===== config.mk =====
export PLATFORM = sky130hd
export DESIGN_NAME = peripheral_interrupt_flags
export DESIGN_NICKNAME = d
export VERILOG_FILES = /design/src/hw/periph_irq_pkg.sv /design/src/hw/flag_bit.sv /design/src/hw/peripheral_interrupt_flags.sv
export VERILOG_INCLUDE_DIRS = /design/src /design/src/hw
export SDC_FILE = /design/constraint.sdc
export NUM_CORES = 1
export LEC_CHECK = 0
export BUFFER_PORTS_ARGS = -buffer_cell sky130_fd_sc_hd__buf_4
export CAP_MARGIN = 10
export CELL_PAD_IN_SITES_DETAIL_PLACEMENT = 0
export CELL_PAD_IN_SITES_GLOBAL_PLACEMENT = 1
export CORE_MARGIN = 1.5
export CORE_UTILIZATION = 35
export CTS_BUF_LIST = sky130_fd_sc_hd__clkbuf_4
export DETAILED_ROUTE_END_ITERATION = 16
export PLACE_DENSITY = 0.87
export SYNTH_ARGS = -nofsm -noshare
export SYNTH_HDL_FRONTEND = slang
export SYNTH_SLANG_ARGS = --single-unit

===== constraint.sdc =====
create_clock -name ref_clk -period 3.8 [get_ports ref_clk]
set_input_delay 0.57 -clock ref_clk [delete_from_list [all_inputs] [get_ports ref_clk]]
set_output_delay 0.57 -clock ref_clk [all_outputs]
set_load 0.02 [all_outputs]

===== src/hw/periph_irq_defines.svh =====
// offsets, field positions, reset values of the peripheral flag block
// assumes a 32-bit wishbone slave decoding byte address bits [7:0]
`ifndef PERIPH_IRQ_DEFINES_SVH
`define PERIPH_IRQ_DEFINES_SVH

`define ADDR_FLAGS 8'h00
`define ADDR_FLAG_EN 8'h04
`define ADDR_CTRL 8'h08
`define ADDR_EVT_STATUS 8'h0C
`define ADDR_EVT_MASK 8'h10

`define BIT_CONV_DONE 6
`define BIT_CAPCMP 5
`define BIT_CMP_B 4
`define BIT_CMP_A 3
`define BIT_PERIOD_MATCH 1
`define BIT_WIDE_OVF 0

`define BIT_GLOBAL_EN 0
`define BIT_PERIPH_EN 1

`define IMPL_FULL 8'h7B
`define IMPL_REDUCED 8'h19
`define FLAGS_RESET 8'h00
`define CTRL_RESET 2'h0
`define WIDE_TIMER_TOP 16'hFFFF
`define WIDE_TIMER_ZERO 16'h0000

`endif


===== src/hw/periph_irq_pkg.sv =====
// types shared by the peripheral flag block
// assumes the defines header for all numeric constants
package periph_irq_pkg;

    typedef enum logic [1:0] {
        CAPCMP_OFF,
        CAPCMP_CAPTURE,
        CAPCMP_COMPARE,
        CAPCMP_PWM
    } capcmp_mode_t;

    typedef logic [7:0] flag_vec_t;

endpackage : periph_irq_pkg


===== src/hw/flag_bit.sv =====
// one flag bit and its sticky event-status bit
// assumes set, write and clear strobes from logic on ref_clk
`timescale 1ns/1ps
`default_nettype none

module flag_bit (
    input wire logic ref_clk,
    input wire logic rst_n,
    input wire logic impl,
    input wire logic setEvt,
    input wire logic wrEn,
    input wire logic wrVal,
    input wire logic clrSticky,
    output logic flagQ,
    output logic stickyQ
);

    // set beats a same-cycle software write or read-clear
    always_ff @(posedge ref_clk or negedge rst_n) begin
        if (!rst_n) begin
            flagQ <= 1'b0;
        end else if (!impl) begin
            flagQ <= 1'b0;
        end else if (setEvt) begin
            flagQ <= 1'b1;
        end else if (wrEn) begin
            flagQ <= wrVal;
        end
    end

    always_ff @(posedge ref_clk or negedge rst_n) begin
        if (!rst_n) begin
            stickyQ <= 1'b0;
        end else if (!impl) begin
            stickyQ <= 1'b0;
        end else if (setEvt) begin
            stickyQ <= 1'b1;
        end else if (clrSticky) begin
            stickyQ <= 1'b0;
        end
    end

endmodule : flag_bit

`default_nettype wire


===== src/hw/peripheral_interrupt_flags.sv =====
// peripheral interrupt flag register with wishbone classic slave
// assumes peripheral strobes on ref_clk; comparators and strap async
`timescale 1ns/1ps
`default_nettype none
`include "periph_irq_defines.svh"

module peripheral_interrupt_flags
    import periph_irq_pkg::*;
(
    input wire logic ref_clk,
    input wire logic rst_n,
    input wire logic wbCyc,
    input wire logic wbStb,
    input wire logic wbWe,
    input wire logic [7:0] wbAdr,
    input wire logic [3:0] wbSel,
    input wire logic [31:0] wbDatWr,
    output logic [31:0] wbDatRd,
    output logic wbAck,
    output logic irqOut,
    input wire logic reducedStrap,
    input wire logic convDone,
    input wire capcmp_mode_t capcmpMode,
    input wire logic captureStrobe,
    input wire logic [15:0] wideTimerValue,
    input wire logic [15:0] compareValue,
    input wire logic [7:0] timerCount,
    input wire logic [7:0] periodValue,
    input wire logic cmpAOut,
    input wire logic cmpBOut
);

    flag_vec_t flags;
    flag_vec_t sticky;
    flag_vec_t implMask;
    flag_vec_t setVec;
    flag_vec_t flagWrVec;
    flag_vec_t clrVec;
    flag_vec_t flagEn_r;
    flag_vec_t evtMask_r;
    logic [1:0] ctrl_r;
    logic [1:0] strapSync_r;
    logic [1:0] cmpASync_r;
    logic [1:0] cmpBSync_r;
    logic cmpAPrev_r;
    logic cmpBPrev_r;
    logic [15:0] widePrev_r;
    logic cmpMatchPrev_r;
    logic periodMatchPrev_r;
    logic [31:0] datRd_nxt;
    logic irq_nxt;
    logic busAct;
    logic takeReq;
    logic wrDone;
    logic rdDone;
    logic cmpMatch;
    logic periodMatch;
    logic capcmpSet;
    logic wideOvf;
    logic cmpAChg;
    logic cmpBChg;

    // strap and comparator outputs are asynchronous to ref_clk
    always_ff @(posedge ref_clk or negedge rst_n) begin
        if (!rst_n) begin
            strapSync_r <= 2'h0;
            cmpASync_r <= 2'h0;
            cmpBSync_r <= 2'h0;
        end else begin
            strapSync_r <= {strapSync_r[0], reducedStrap};
            cmpASync_r <= {cmpASync_r[0], cmpAOut};
            cmpBSync_r <= {cmpBSync_r[0], cmpBOut};
        end
    end

    // reduced variant drops converter, capture/compare, period flags
    assign implMask = strapSync_r[1] ? `IMPL_REDUCED : `IMPL_FULL;

    // history for edge and rollover detection
    always_ff @(posedge ref_clk or negedge rst_n) begin
        if (!rst_n) begin
            cmpAPrev_r <= 1'b0;
            cmpBPrev_r <= 1'b0;
            widePrev_r <= `WIDE_TIMER_ZERO;
            cmpMatchPrev_r <= 1'b0;
            periodMatchPrev_r <= 1'b0;
        end else begin
            cmpAPrev_r <= cmpASync_r[1];
            cmpBPrev_r <= cmpBSync_r[1];
            widePrev_r <= wideTimerValue;
            cmpMatchPrev_r <= cmpMatch;
            periodMatchPrev_r <= periodMatch;
        end
    end

    // a held match would retrigger forever; only its start counts
    assign cmpMatch = (capcmpMode == CAPCMP_COMPARE) &&
        (wideTimerValue == compareValue);
    assign periodMatch = (timerCount == periodValue);
    assign capcmpSet = (capcmpMode == CAPCMP_CAPTURE && captureStrobe)
        || (cmpMatch && !cmpMatchPrev_r);
    assign wideOvf = (widePrev_r == `WIDE_TIMER_TOP) &&
        (wideTimerValue == `WIDE_TIMER_ZERO);
    assign cmpAChg = cmpASync_r[1] != cmpAPrev_r;
    assign cmpBChg = cmpBSync_r[1] != cmpBPrev_r;

    // events go straight to the flags, no enable in the path
    always_comb begin
        setVec = 8'h00;
        setVec[`BIT_CONV_DONE] = convDone;
        setVec[`BIT_CAPCMP] = capcmpSet;
        setVec[`BIT_CMP_B] = cmpBChg;
        setVec[`BIT_CMP_A] = cmpAChg;
        setVec[`BIT_PERIOD_MATCH] = periodMatch && !periodMatchPrev_r;
        setVec[`BIT_WIDE_OVF] = wideOvf;
    end

    // bus: one wait state, then ack for one cycle
    assign busAct = wbCyc && wbStb;
    assign takeReq = busAct && !wbAck;
    assign wrDone = busAct && wbAck && wbWe && wbSel[0];
    assign rdDone = busAct && wbAck && !wbWe;

    // writes land at the edge where the master sees ack
    assign flagWrVec = (wrDone && wbAdr == `ADDR_FLAGS) ? 8'hFF : 8'h00;

    // clear only what the returned word showed, so a later event stays
    assign clrVec = (rdDone && wbAdr == `ADDR_EVT_STATUS) ?
        wbDatRd[7:0] : 8'h00;

    genvar gi;
    generate
        for (gi = 0; gi < 8; gi++) begin : g_flag
            flag_bit u_bit (
                .ref_clk(ref_clk),
                .rst_n(rst_n),
                .impl(implMask[gi]),
                .setEvt(setVec[gi]),
                .wrEn(flagWrVec[gi]),
                .wrVal(wbDatWr[gi]),
                .clrSticky(clrVec[gi]),
                .flagQ(flags[gi]),
                .stickyQ(sticky[gi])
            );
        end
    endgenerate

    // enable and mask registers follow the flag layout
    always_ff @(posedge ref_clk or negedge rst_n) begin
        if (!rst_n) begin
            flagEn_r <= `FLAGS_RESET;
            evtMask_r <= `FLAGS_RESET;
            ctrl_r <= `CTRL_RESET;
        end else if (wrDone) begin
            if (wbAdr == `ADDR_FLAG_EN) begin
                flagEn_r <= wbDatWr[7:0] & implMask;
            end else if (wbAdr == `ADDR_EVT_MASK) begin
                evtMask_r <= wbDatWr[7:0] & implMask;
            end else if (wbAdr == `ADDR_CTRL) begin
                ctrl_r <= wbDatWr[1:0];
            end
        end
    end

    // unmapped addresses read zero and ignore writes
    always_comb begin
        datRd_nxt = 32'h0000_0000;
        if (wbAdr == `ADDR_FLAGS) begin
            datRd_nxt[7:0] = flags & implMask;
        end else if (wbAdr == `ADDR_FLAG_EN) begin
            datRd_nxt[7:0] = flagEn_r & implMask;
        end else if (wbAdr == `ADDR_CTRL) begin
            datRd_nxt[1:0] = ctrl_r;
        end else if (wbAdr == `ADDR_EVT_STATUS) begin
            datRd_nxt[7:0] = sticky & implMask;
        end else if (wbAdr == `ADDR_EVT_MASK) begin
            datRd_nxt[7:0] = evtMask_r & implMask;
        end
    end

    always_ff @(posedge ref_clk or negedge rst_n) begin
        if (!rst_n) begin
            wbAck <= 1'b0;
            wbDatRd <= 32'h0000_0000;
        end else begin
            wbAck <= takeReq;
            wbDatRd <= (takeReq && !wbWe) ? datRd_nxt : 32'h0000_0000;
        end
    end

    // both enable stages gate the flag path and the sticky path
    assign irq_nxt = ctrl_r[`BIT_GLOBAL_EN] && ctrl_r[`BIT_PERIPH_EN] &&
        (|(flags & flagEn_r) || |(sticky & evtMask_r));

    always_ff @(posedge ref_clk or negedge rst_n) begin
        if (!rst_n) begin
            irqOut <= 1'b0;
        end else begin
            irqOut <= irq_nxt;
        end
    end

    property p_unimpl_zero;
        @(posedge ref_clk) disable iff (!rst_n)
        flags[7] == 1'b0 && flags[2] == 1'b0 && sticky[7] == 1'b0;
    endproperty
    a_unimpl_zero: assert property (p_unimpl_zero)
        else $error("unimplemented flag bit set");

    property p_reduced_zero;
        @(posedge ref_clk) disable iff (!rst_n)
        strapSync_r[1] && $past(strapSync_r[1]) |->
            (flags & (`IMPL_FULL & ~`IMPL_REDUCED)) == 8'h00;
    endproperty
    a_reduced_zero: assert property (p_reduced_zero)
        else $error("absent flag set on reduced variant");

    property p_set_wins;
        @(posedge ref_clk) disable iff (!rst_n)
        convDone && implMask[`BIT_CONV_DONE] |=>
            flags[`BIT_CONV_DONE] && sticky[`BIT_CONV_DONE];
    endproperty
    a_set_wins: assert property (p_set_wins)
        else $error("conversion event lost");

    property p_flags_hold;
        @(posedge ref_clk) disable iff (!rst_n)
        !(wrDone && wbAdr == `ADDR_FLAGS) && implMask == $past(implMask)
            |=> (flags & $past(flags)) == $past(flags);
    endproperty
    a_flags_hold: assert property (p_flags_hold)
        else $error("flag cleared without software write");

    property p_irq_gated;
        @(posedge ref_clk) disable iff (!rst_n)
        !(ctrl_r[`BIT_GLOBAL_EN] && ctrl_r[`BIT_PERIPH_EN]) |=> !irqOut;
    endproperty
    a_irq_gated: assert property (p_irq_gated)
        else $error("interrupt without both enables");

    property p_cmp_b;
        @(posedge ref_clk) disable iff (!rst_n)
        cmpBChg |=> flags[`BIT_CMP_B];
    endproperty
    a_cmp_b: assert property (p_cmp_b)
        else $error("comparator b change not flagged");

    property p_cmp_a;
        @(posedge ref_clk) disable iff (!rst_n)
        $changed(cmpASync_r[1]) |=> flags[`BIT_CMP_A];
    endproperty
    a_cmp_a: assert property (p_cmp_a)
        else $error("comparator a change not flagged");

    property p_pwm_quiet;
        @(posedge ref_clk) disable iff (!rst_n)
        capcmpMode == CAPCMP_PWM |-> !capcmpSet;
    endproperty
    a_pwm_quiet: assert property (p_pwm_quiet)
        else $error("capture/compare set in pwm mode");

    property p_rollover;
        @(posedge ref_clk) disable iff (!rst_n)
        wideTimerValue == `WIDE_TIMER_ZERO &&
            $past(wideTimerValue) == `WIDE_TIMER_TOP |=>
            flags[`BIT_WIDE_OVF];
    endproperty
    a_rollover: assert property (p_rollover)
        else $error("wide timer rollover not flagged");

    property p_period;
        @(posedge ref_clk) disable iff (!rst_n)
        $rose(periodMatch) && implMask[`BIT_PERIOD_MATCH] |=>
            flags[`BIT_PERIOD_MATCH];
    endproperty
    a_period: assert property (p_period)
        else $error("period match not flagged");

    property p_ack_pulse;
        @(posedge ref_clk) disable iff (!rst_n)
        takeReq |=> wbAck ##1 !wbAck;
    endproperty
    a_ack_pulse: assert property (p_ack_pulse)
        else $error("ack not a single cycle after request");

    property p_capture;
        @(posedge ref_clk) disable iff (!rst_n)
        capcmpMode == CAPCMP_CAPTURE && captureStrobe &&
            implMask[`BIT_CAPCMP] |=> flags[`BIT_CAPCMP];
    endproperty
    a_capture: assert property (p_capture)
        else $error("capture not flagged");

    property p_compare;
        @(posedge ref_clk) disable iff (!rst_n)
        $rose(cmpMatch) && implMask[`BIT_CAPCMP] |=> flags[`BIT_CAPCMP];
    endproperty
    a_compare: assert property (p_compare)
        else $error("compare match not flagged");

    // a same-cycle event may legally keep a bit, so only quiet cycles
    property p_flag_write;
        @(posedge ref_clk) disable iff (!rst_n)
        wrDone && wbAdr == `ADDR_FLAGS && setVec == 8'h00 |=>
            flags == ($past(wbDatWr[7:0]) & $past(implMask));
    endproperty
    a_flag_write: assert property (p_flag_write)
        else $error("flag write did not land");

    property p_status_clear;
        @(posedge ref_clk) disable iff (!rst_n)
        rdDone && wbAdr == `ADDR_EVT_STATUS && setVec == 8'h00 |=>
            (sticky & $past(wbDatRd[7:0])) == 8'h00;
    endproperty
    a_status_clear: assert property (p_status_clear)
        else $error("returned status bits not cleared");

    property p_irq_raise;
        @(posedge ref_clk) disable iff (!rst_n)
        ctrl_r[`BIT_GLOBAL_EN] && ctrl_r[`BIT_PERIPH_EN] &&
            (|(flags & flagEn_r)) |=> irqOut;
    endproperty
    a_irq_raise: assert property (p_irq_raise)
        else $error("enabled flag gave no interrupt");

    property p_rd_unimpl;
        @(posedge ref_clk) disable iff (!rst_n)
        wbAck && $past(wbAdr) == `ADDR_FLAGS |->
            wbDatRd[7] == 1'b0 && wbDatRd[2] == 1'b0 &&
            wbDatRd[31:8] == 24'h000000;
    endproperty
    a_rd_unimpl: assert property (p_rd_unimpl)
        else $error("unimplemented flag bit read as one");

endmodule : peripheral_interrupt_flags

`default_nettype wire


== Word-level counts from Yosys, hierarchy flattened ==
Cells that the tools add are included.

* Mux-type cells: 54
* Reduce and logical (&&, ||, !) cells: 29
* Eq/ne operators: 27
* Bitwise logic cells: 9

{| class="wikitable"
|+ Operators by type and width
! operator !! number
|-
| 8-bit 2-to-1 mux || 7
|-
| 1-bit 2-to-1 mux || 44
|-
| 8-bit by 7-bit AND with 8-bit output || 5
|-
| 3-bit by 1-bit != test with 1-bit output (second input constant) || 10
|-
| 8-bit AND || 2
|-
| 16-bit equality test || 1
|-
| 16-bit equality test (second input constant) || 1
|-
| 8-bit by 4-bit equality test with 1-bit output (second input constant) || 2
|-
| 1-bit logical AND || 16
|-
| 16-bit zero test || 1
|-
| 8-bit OR reduction || 2
|-
| 8-bit by 3-bit equality test with 1-bit output (second input constant) || 1
|-
| 8-bit by 5-bit equality test with 1-bit output (second input constant) || 1
|-
| 8-bit equality test || 1
|-
| 8-bit zero test || 1
|-
| 2-bit by 1-bit != test with 1-bit output (second input constant) || 4
|-
| 7-bit 2-to-1 mux || 1
|-
| 6-bit 2-to-1 mux || 1
|-
| 3-bit by 2-bit != test with 1-bit output (second input constant) || 2
|-
| 1-bit zero test || 4
|-
| 4-bit AND reduction || 1
|-
| 3-bit AND reduction || 1
|-
| 2-bit by 1-bit equality test with 1-bit output (second input constant) || 1
|-
| 2-bit equality test (second input constant) || 1
|-
| other kinds (5) || 8
|}

* Flip-flop bits (word level): 70
* Input port bits: 104

== Logic depth before layout (Yosys ltp) ==
* Word-level depth: 9
* Depth in mapped cells: 7
* Mapped depth without buffers: 5

== Modules after synthesis ==
From an unflattened synthesis, not the netlist that was laid out.

* Cells, all modules: 253
* Area total of the unflattened synthesis: 2967.8 µm²

{| class="wikitable"
|+ Modules (own cells, without submodules)
! module !! area an instance (µm²) !! cells each !! sequential area each (µm²) !! instances
|-
| peripheral_interrupt_flags || 2472.4 || 217 || 1201.2 || 1
|-
| flag_bit || 82.6 || 6 || 50.0 || 6
|}

== Worst setup path after synthesis ==
Ideal clock, no wire load.

* Kind: input to register
* From: input port wbAdr[5]
* To: register ctrl_r[0]
* Cell stages on the path: 4
* Data arrival time: 1.860 ns
* Path slack: 1.815 ns
* Path through: or3_4 nor4_4 and4b_2 mux2_2

* Word-level cells in the longest chain between the ends: 3

{| class="wikitable"
|+ Ends and longest elaborated chain
! what !! line !! source
|-
| start, declared || peripheral_interrupt_flags.sv:15 || <nowiki>input wire logic [7:0] wbAdr,</nowiki>
|-
| 8-bit by 5-bit equality test with 1-bit output (no line) or 8-bit by 3-bit equality test with 1-bit output (tied branches) || -- ||
|-
| 1-bit inverter (no line) || -- ||
|-
| 4-bit AND reduction (no line) * || -- ||
|-
| end signal, assigned || peripheral_interrupt_flags.sv:153 || <nowiki>ctrl_r <= `CTRL_RESET;</nowiki>
|-
| end signal, assigned || peripheral_interrupt_flags.sv:160 || <nowiki>ctrl_r <= wbDatWr[1:0];</nowiki>
|-
| end, declared || peripheral_interrupt_flags.sv:41 || <nowiki>logic [1:0] ctrl_r;</nowiki>
|}

Every way passes the cells marked *; elsewhere a longest branch is shown, timed or not.
A chain may end at the register's enable or synchronous reset.

== Worst setup path after layout ==
* From: input port wbAdr[2]
* To: register g_flag[5].u_bit.flagQ

* Word-level cells in the longest chain between the ends: 4

{| class="wikitable"
|+ Ends and longest elaborated chain
! what !! line !! source
|-
| 8-bit zero test (no line) || -- ||
|-
| 1-bit logical AND (no line) || -- ||
|-
| 8-bit 2-to-1 mux || peripheral_interrupt_flags.sv:125 || <nowiki>assign flagWrVec = (wrDone && wbAdr == `ADDR_FLAGS) ? 8'hFF : 8'h00;</nowiki>
|-
| 3-bit by 1-bit != test with 1-bit output (no line) || -- ||
|-
| end signal, assigned || flag_bit.sv:27 || <nowiki>flagQ <= wrVal;</nowiki>
|-
| end, declared || flag_bit.sv:14 || <nowiki>output logic flagQ,</nowiki>
|}

No other way between the ends.

==> summary.txt <==
Global route
  – Largest net degree at the start of global routing: 61
  – Vias in the first global route: 2,228
  – Gr ovfl total: 0
  – First-pass GRT wire length: 10.47 mm
  – Antenna violations before repair: 0
  – Global-route usage over all layers: around 16%

Route
  – Metal3 WL: 502 um
  – DRT Pass-1 Iters: 4
  – Final ANT Viol Nets: 0
  – Total wire length: 6.573 mm
  – Vias per inst: 4.808
  – Max Used Layer: met4
  – Vias: 2,250
  – Wl on met1: 2.821 mm
  – # DRC: 0
  – Average wire per standard cell: 14.04 um
  – WL met2: 3.186 mm
  – Iteration-0 DRC Markers: 71

Timing
  – Fin crit share: 51.27%
  – Fmax achieved: 513.3 MHz
  – Final TNS setup: 0 ns
  – RSZ-0062 raised after global routing: false
  – Worst setup margin: about 1.9 ns
  – Max-slew headroom at the worst pin: 51.37%
  – Layout Skew: around 0.014 ns
  – Pins Over Slew Limit: 0
  – Tmin final: 1.948 ns
  – Worst slew pin tran: 0.7294 ns
  – Final Setup Violations: 0
  – Hold Violations, Final: 0

Run status
  – Status: completed

Placement
  – Post-DP Area: approximately 3600 um2
  – Pre-CTS WS: 1.447 ns
  – HPWL Detailed: between 5 and 6 mm
  – Final Wtd Congestion: 0.8815
  – PortBufs: 82

Finish
  – Share of cells above drive strength 1: 31.13%
  – # diodes: 0
  – Final Net Count: 462
  – Layout area overhead: 24.93%
  – Design area: 3687 um2
  – Fill count: 821
  – Final Core Density: 45.10%

Worst setup path
  – Crit Path Max Fanout: 13
  – Critical-path cell list: buf_4 -> nor4_4 -> nand3b_2 -> nand2b_1 -> mux2i_1 -> a31oi_1
  – Worst Path Required: 4.06 ns
  – Crit path buf inv count: 1
  – R2R Path End: g_flag[5].u_bit.flagQ
  – Worst reg2reg path depth: 5
  – CP arrival: 2.20 ns
  – Max stage delay cell, worst path: nor4_4
  – Worst setup EP type: flip-flop
  – R2R Setup Slk: 2.14 ns
  – CP max stage delay: 0.52 ns
  – Largest delay share family, worst path: simple AND/OR/NAND/NOR gates
  – Crit Path Class: in -> reg
  – Worst flop-to-flop path startpoint: wbAck
  – Worst setup SP type: primary input

Clock network
  – Setup repair bufs after CTS: 0
  – CTS tree: done
  – Num CTS Buffers: 9
  – Root Driver: clkbuf_4
  – Hold buffers post-CTS: 0
  – Latest clock arrival within the worst-skew pair: 0.40 ns
  – CTS Buffer Depth: 2
  – CTS Sinks: 60
  – Worst-path clk slew: roughly 0.090 ns
  – Post-CTS Resized: 0
  – H-tree depth: 3

Pwr
  – Peak supply drop: 0.1252 mV
  – P_leak: 0.001759 uW
  – Power Density: 339.4 nW/um2
  – Final total power: between 1000 and 1500 uW

Floorplan
  – IO Pins: 138
  – Rows: 33
  – Core Region: 8175 um2
  – Chip height: 94.83 um
  – Initial Utilization: 36.10%
  – Die ar.: 8993 um2
  – Width of the chip: about 95 um

Synthesis
  – Mean Syn Cell Area: 10.89 um2
  – Yosys reg bits: 60
  – Most common flop cell mapped by yosys: dfrtp_1
  – Synth async-reset ratio: 100.0%
  – Area contributors post-synth: dfrtp_1, buf_4, xor2_1, nand2_1, xnor2_1
  – Ys Warns: 0
  – EDFF count, synth: 0
  – Synth top area share: 50.87%
  – Sequential share of the synthesized area: between 50% and 60%
  – Post-synthesis instance total: 271
  – Biggest area consumer among synthesized cells: dfrtp_1
  – Number of library cell types mapped by synthesis: 44
  – Post-Syn Area: 2952 um2

Flow run
  – Max-Cap Viols: 0

Min path
  – Hold Path Class: in -> async
[layout make-up]
| class | instances | area, um2 | area share, % |
|---|---|---|---|
| flip-flops and latches | 60 | 1501 | 40.72 |
| multi-input cells | 199 | 1282 | 34.78 |
| repair buffers | 83 | 623.1 | 16.90 |
| well taps | 105 | 131.4 | 3.563 |
| clock buffers | 10 | 75.07 | 2.036 |
| clock inverters | 6 | 55.05 | 1.493 |
| inverters | 5 | 18.77 | 0.5090 |
[stage by stage]
step / hold WS [ns] / instances
floorplan: 0.2744 / 296
global placement: 0.3349 / 452
detailed placement: 0.3356 / 452
CTS: 0.2312 / 468
global route: 0.2274 / 468
finish: 0.2261 / 468
[routing by layer]
layer / GRT usage [%] / up-vias
li1: - / 1090
met1: 19.51 / 1063
met2: 25.42 / 90
met3: 5.314 / 7
met4: 6.219 / 0
met5: 0 / -
[report_power, final]
part | internal [uW] | switching (uW) | leakage [uW] | total [uW]
Clock | 201 | 224 | 0.0000712 | 425
Sequential | 654 | 9.73 | 0.000752 | 664
Combinational | 75.9 | 86.4 | 0.000935 | 162
[state kept, by name (all words and copies together) (netlist names)]
register,cells
ctrl_r,2
widePrev_r,16
g_flag.u_bit.stickyQ,6
flagEn_r,6
wbDatRd,6
periodMatchPrev_r,1
cmpMatchPrev_r,1
cmpASync_r,2
irqOut,1
evtMask_r,6
strapSync_r,2
cmpAPrev_r,1
cmpBSync_r,2
cmpBPrev_r,1
g_flag.u_bit.flagQ,6
wbAck,1
[synth_stat cells, drive strengths merged, types with 2 or more instances]
library cell and count:
a31oi 3, nand2b 4, nand2 32, nand4 7, o21ai 16, nor3 3
a22oi 3, a221oi 3, dfrtp 60, a32o 2, buf 31, or3 4
inv 5, o22ai 2, nor2b 3, nand3b 2, nor2 6, nand3 4
xnor2 10, xor2 16, a22o 3, and4 2, nor4 12, mux2 7
mux2i 8, and2 3, a21oi 9
[worst reg2reg max path, cell delays in order (launching register included)]
cell and delay (ns):
dfrtp_1 0.43, nand3_1 0.10, nor2_1 0.30, nand2b_1 0.35
mux2i_1 0.25, a31oi_1 0.09
[placed cells by master, fill, tap and decap left out, drive strengths merged, types with 3 or more instances in the layout]
| master | count |
|---|---|
| a21oi | 9 |
| a221oi | 3 |
| a22o | 3 |
| a22oi | 3 |
| a31oi | 3 |
| and2 | 3 |
| buf | 83 |
| clkbuf | 10 |
| clkinv | 4 |
| conb | 26 |
| dfrtp | 60 |
| inv | 5 |
| mux2 | 7 |
| mux2i | 8 |
| nand2 | 32 |
| nand2b | 4 |
| nand3 | 4 |
| nand4 | 7 |
| nor2 | 6 |
| nor2b | 3 |
| nor3 | 3 |
| nor4 | 12 |
| o21ai | 16 |
| or3 | 4 |
| xnor2 | 10 |
| xor2 | 16 |
[how the worst max path moves through the flow]
stage	depth (start not counted)	endpoint	from	slack, ns
6_report	6	g_flag[5].u_bit.flagQ	wbAdr[2]	1.85
5_1_grt	6	g_flag[5].u_bit.flagQ	wbAdr[2]	1.79
4_1_cts	6	g_flag[5].u_bit.flagQ	wbAdr[2]	1.88
3_5_place_dp	6	g_flag[5].u_bit.flagQ	wbAdr[2]	1.45
3_3_place_gp	6	g_flag[5].u_bit.flagQ	wbAdr[2]	1.44
2_1_floorplan	4	ctrl_r[0]	wbAdr[5]	1.82
[cell families (layout without fill, tap and decap cells)]
| logic type | after synthesis | after routing | synth area share, % |
|---|---|---|---|
| other | 1 | 26 | 0.1271 |
| DFF | 60 | 60 | 50.87 |
| muxes | 15 | 15 | 5.384 |
| xor gates and xnor gates | 26 | 26 | 7.715 |
| AOI/OAI and AO/OA | 42 | 42 | 8.818 |
| buffers and inverters | 37 | 104 | 8.860 |
| and+or+nand+nor | 90 | 90 | 18.23 |
Power figures use the tool's default switching activity.
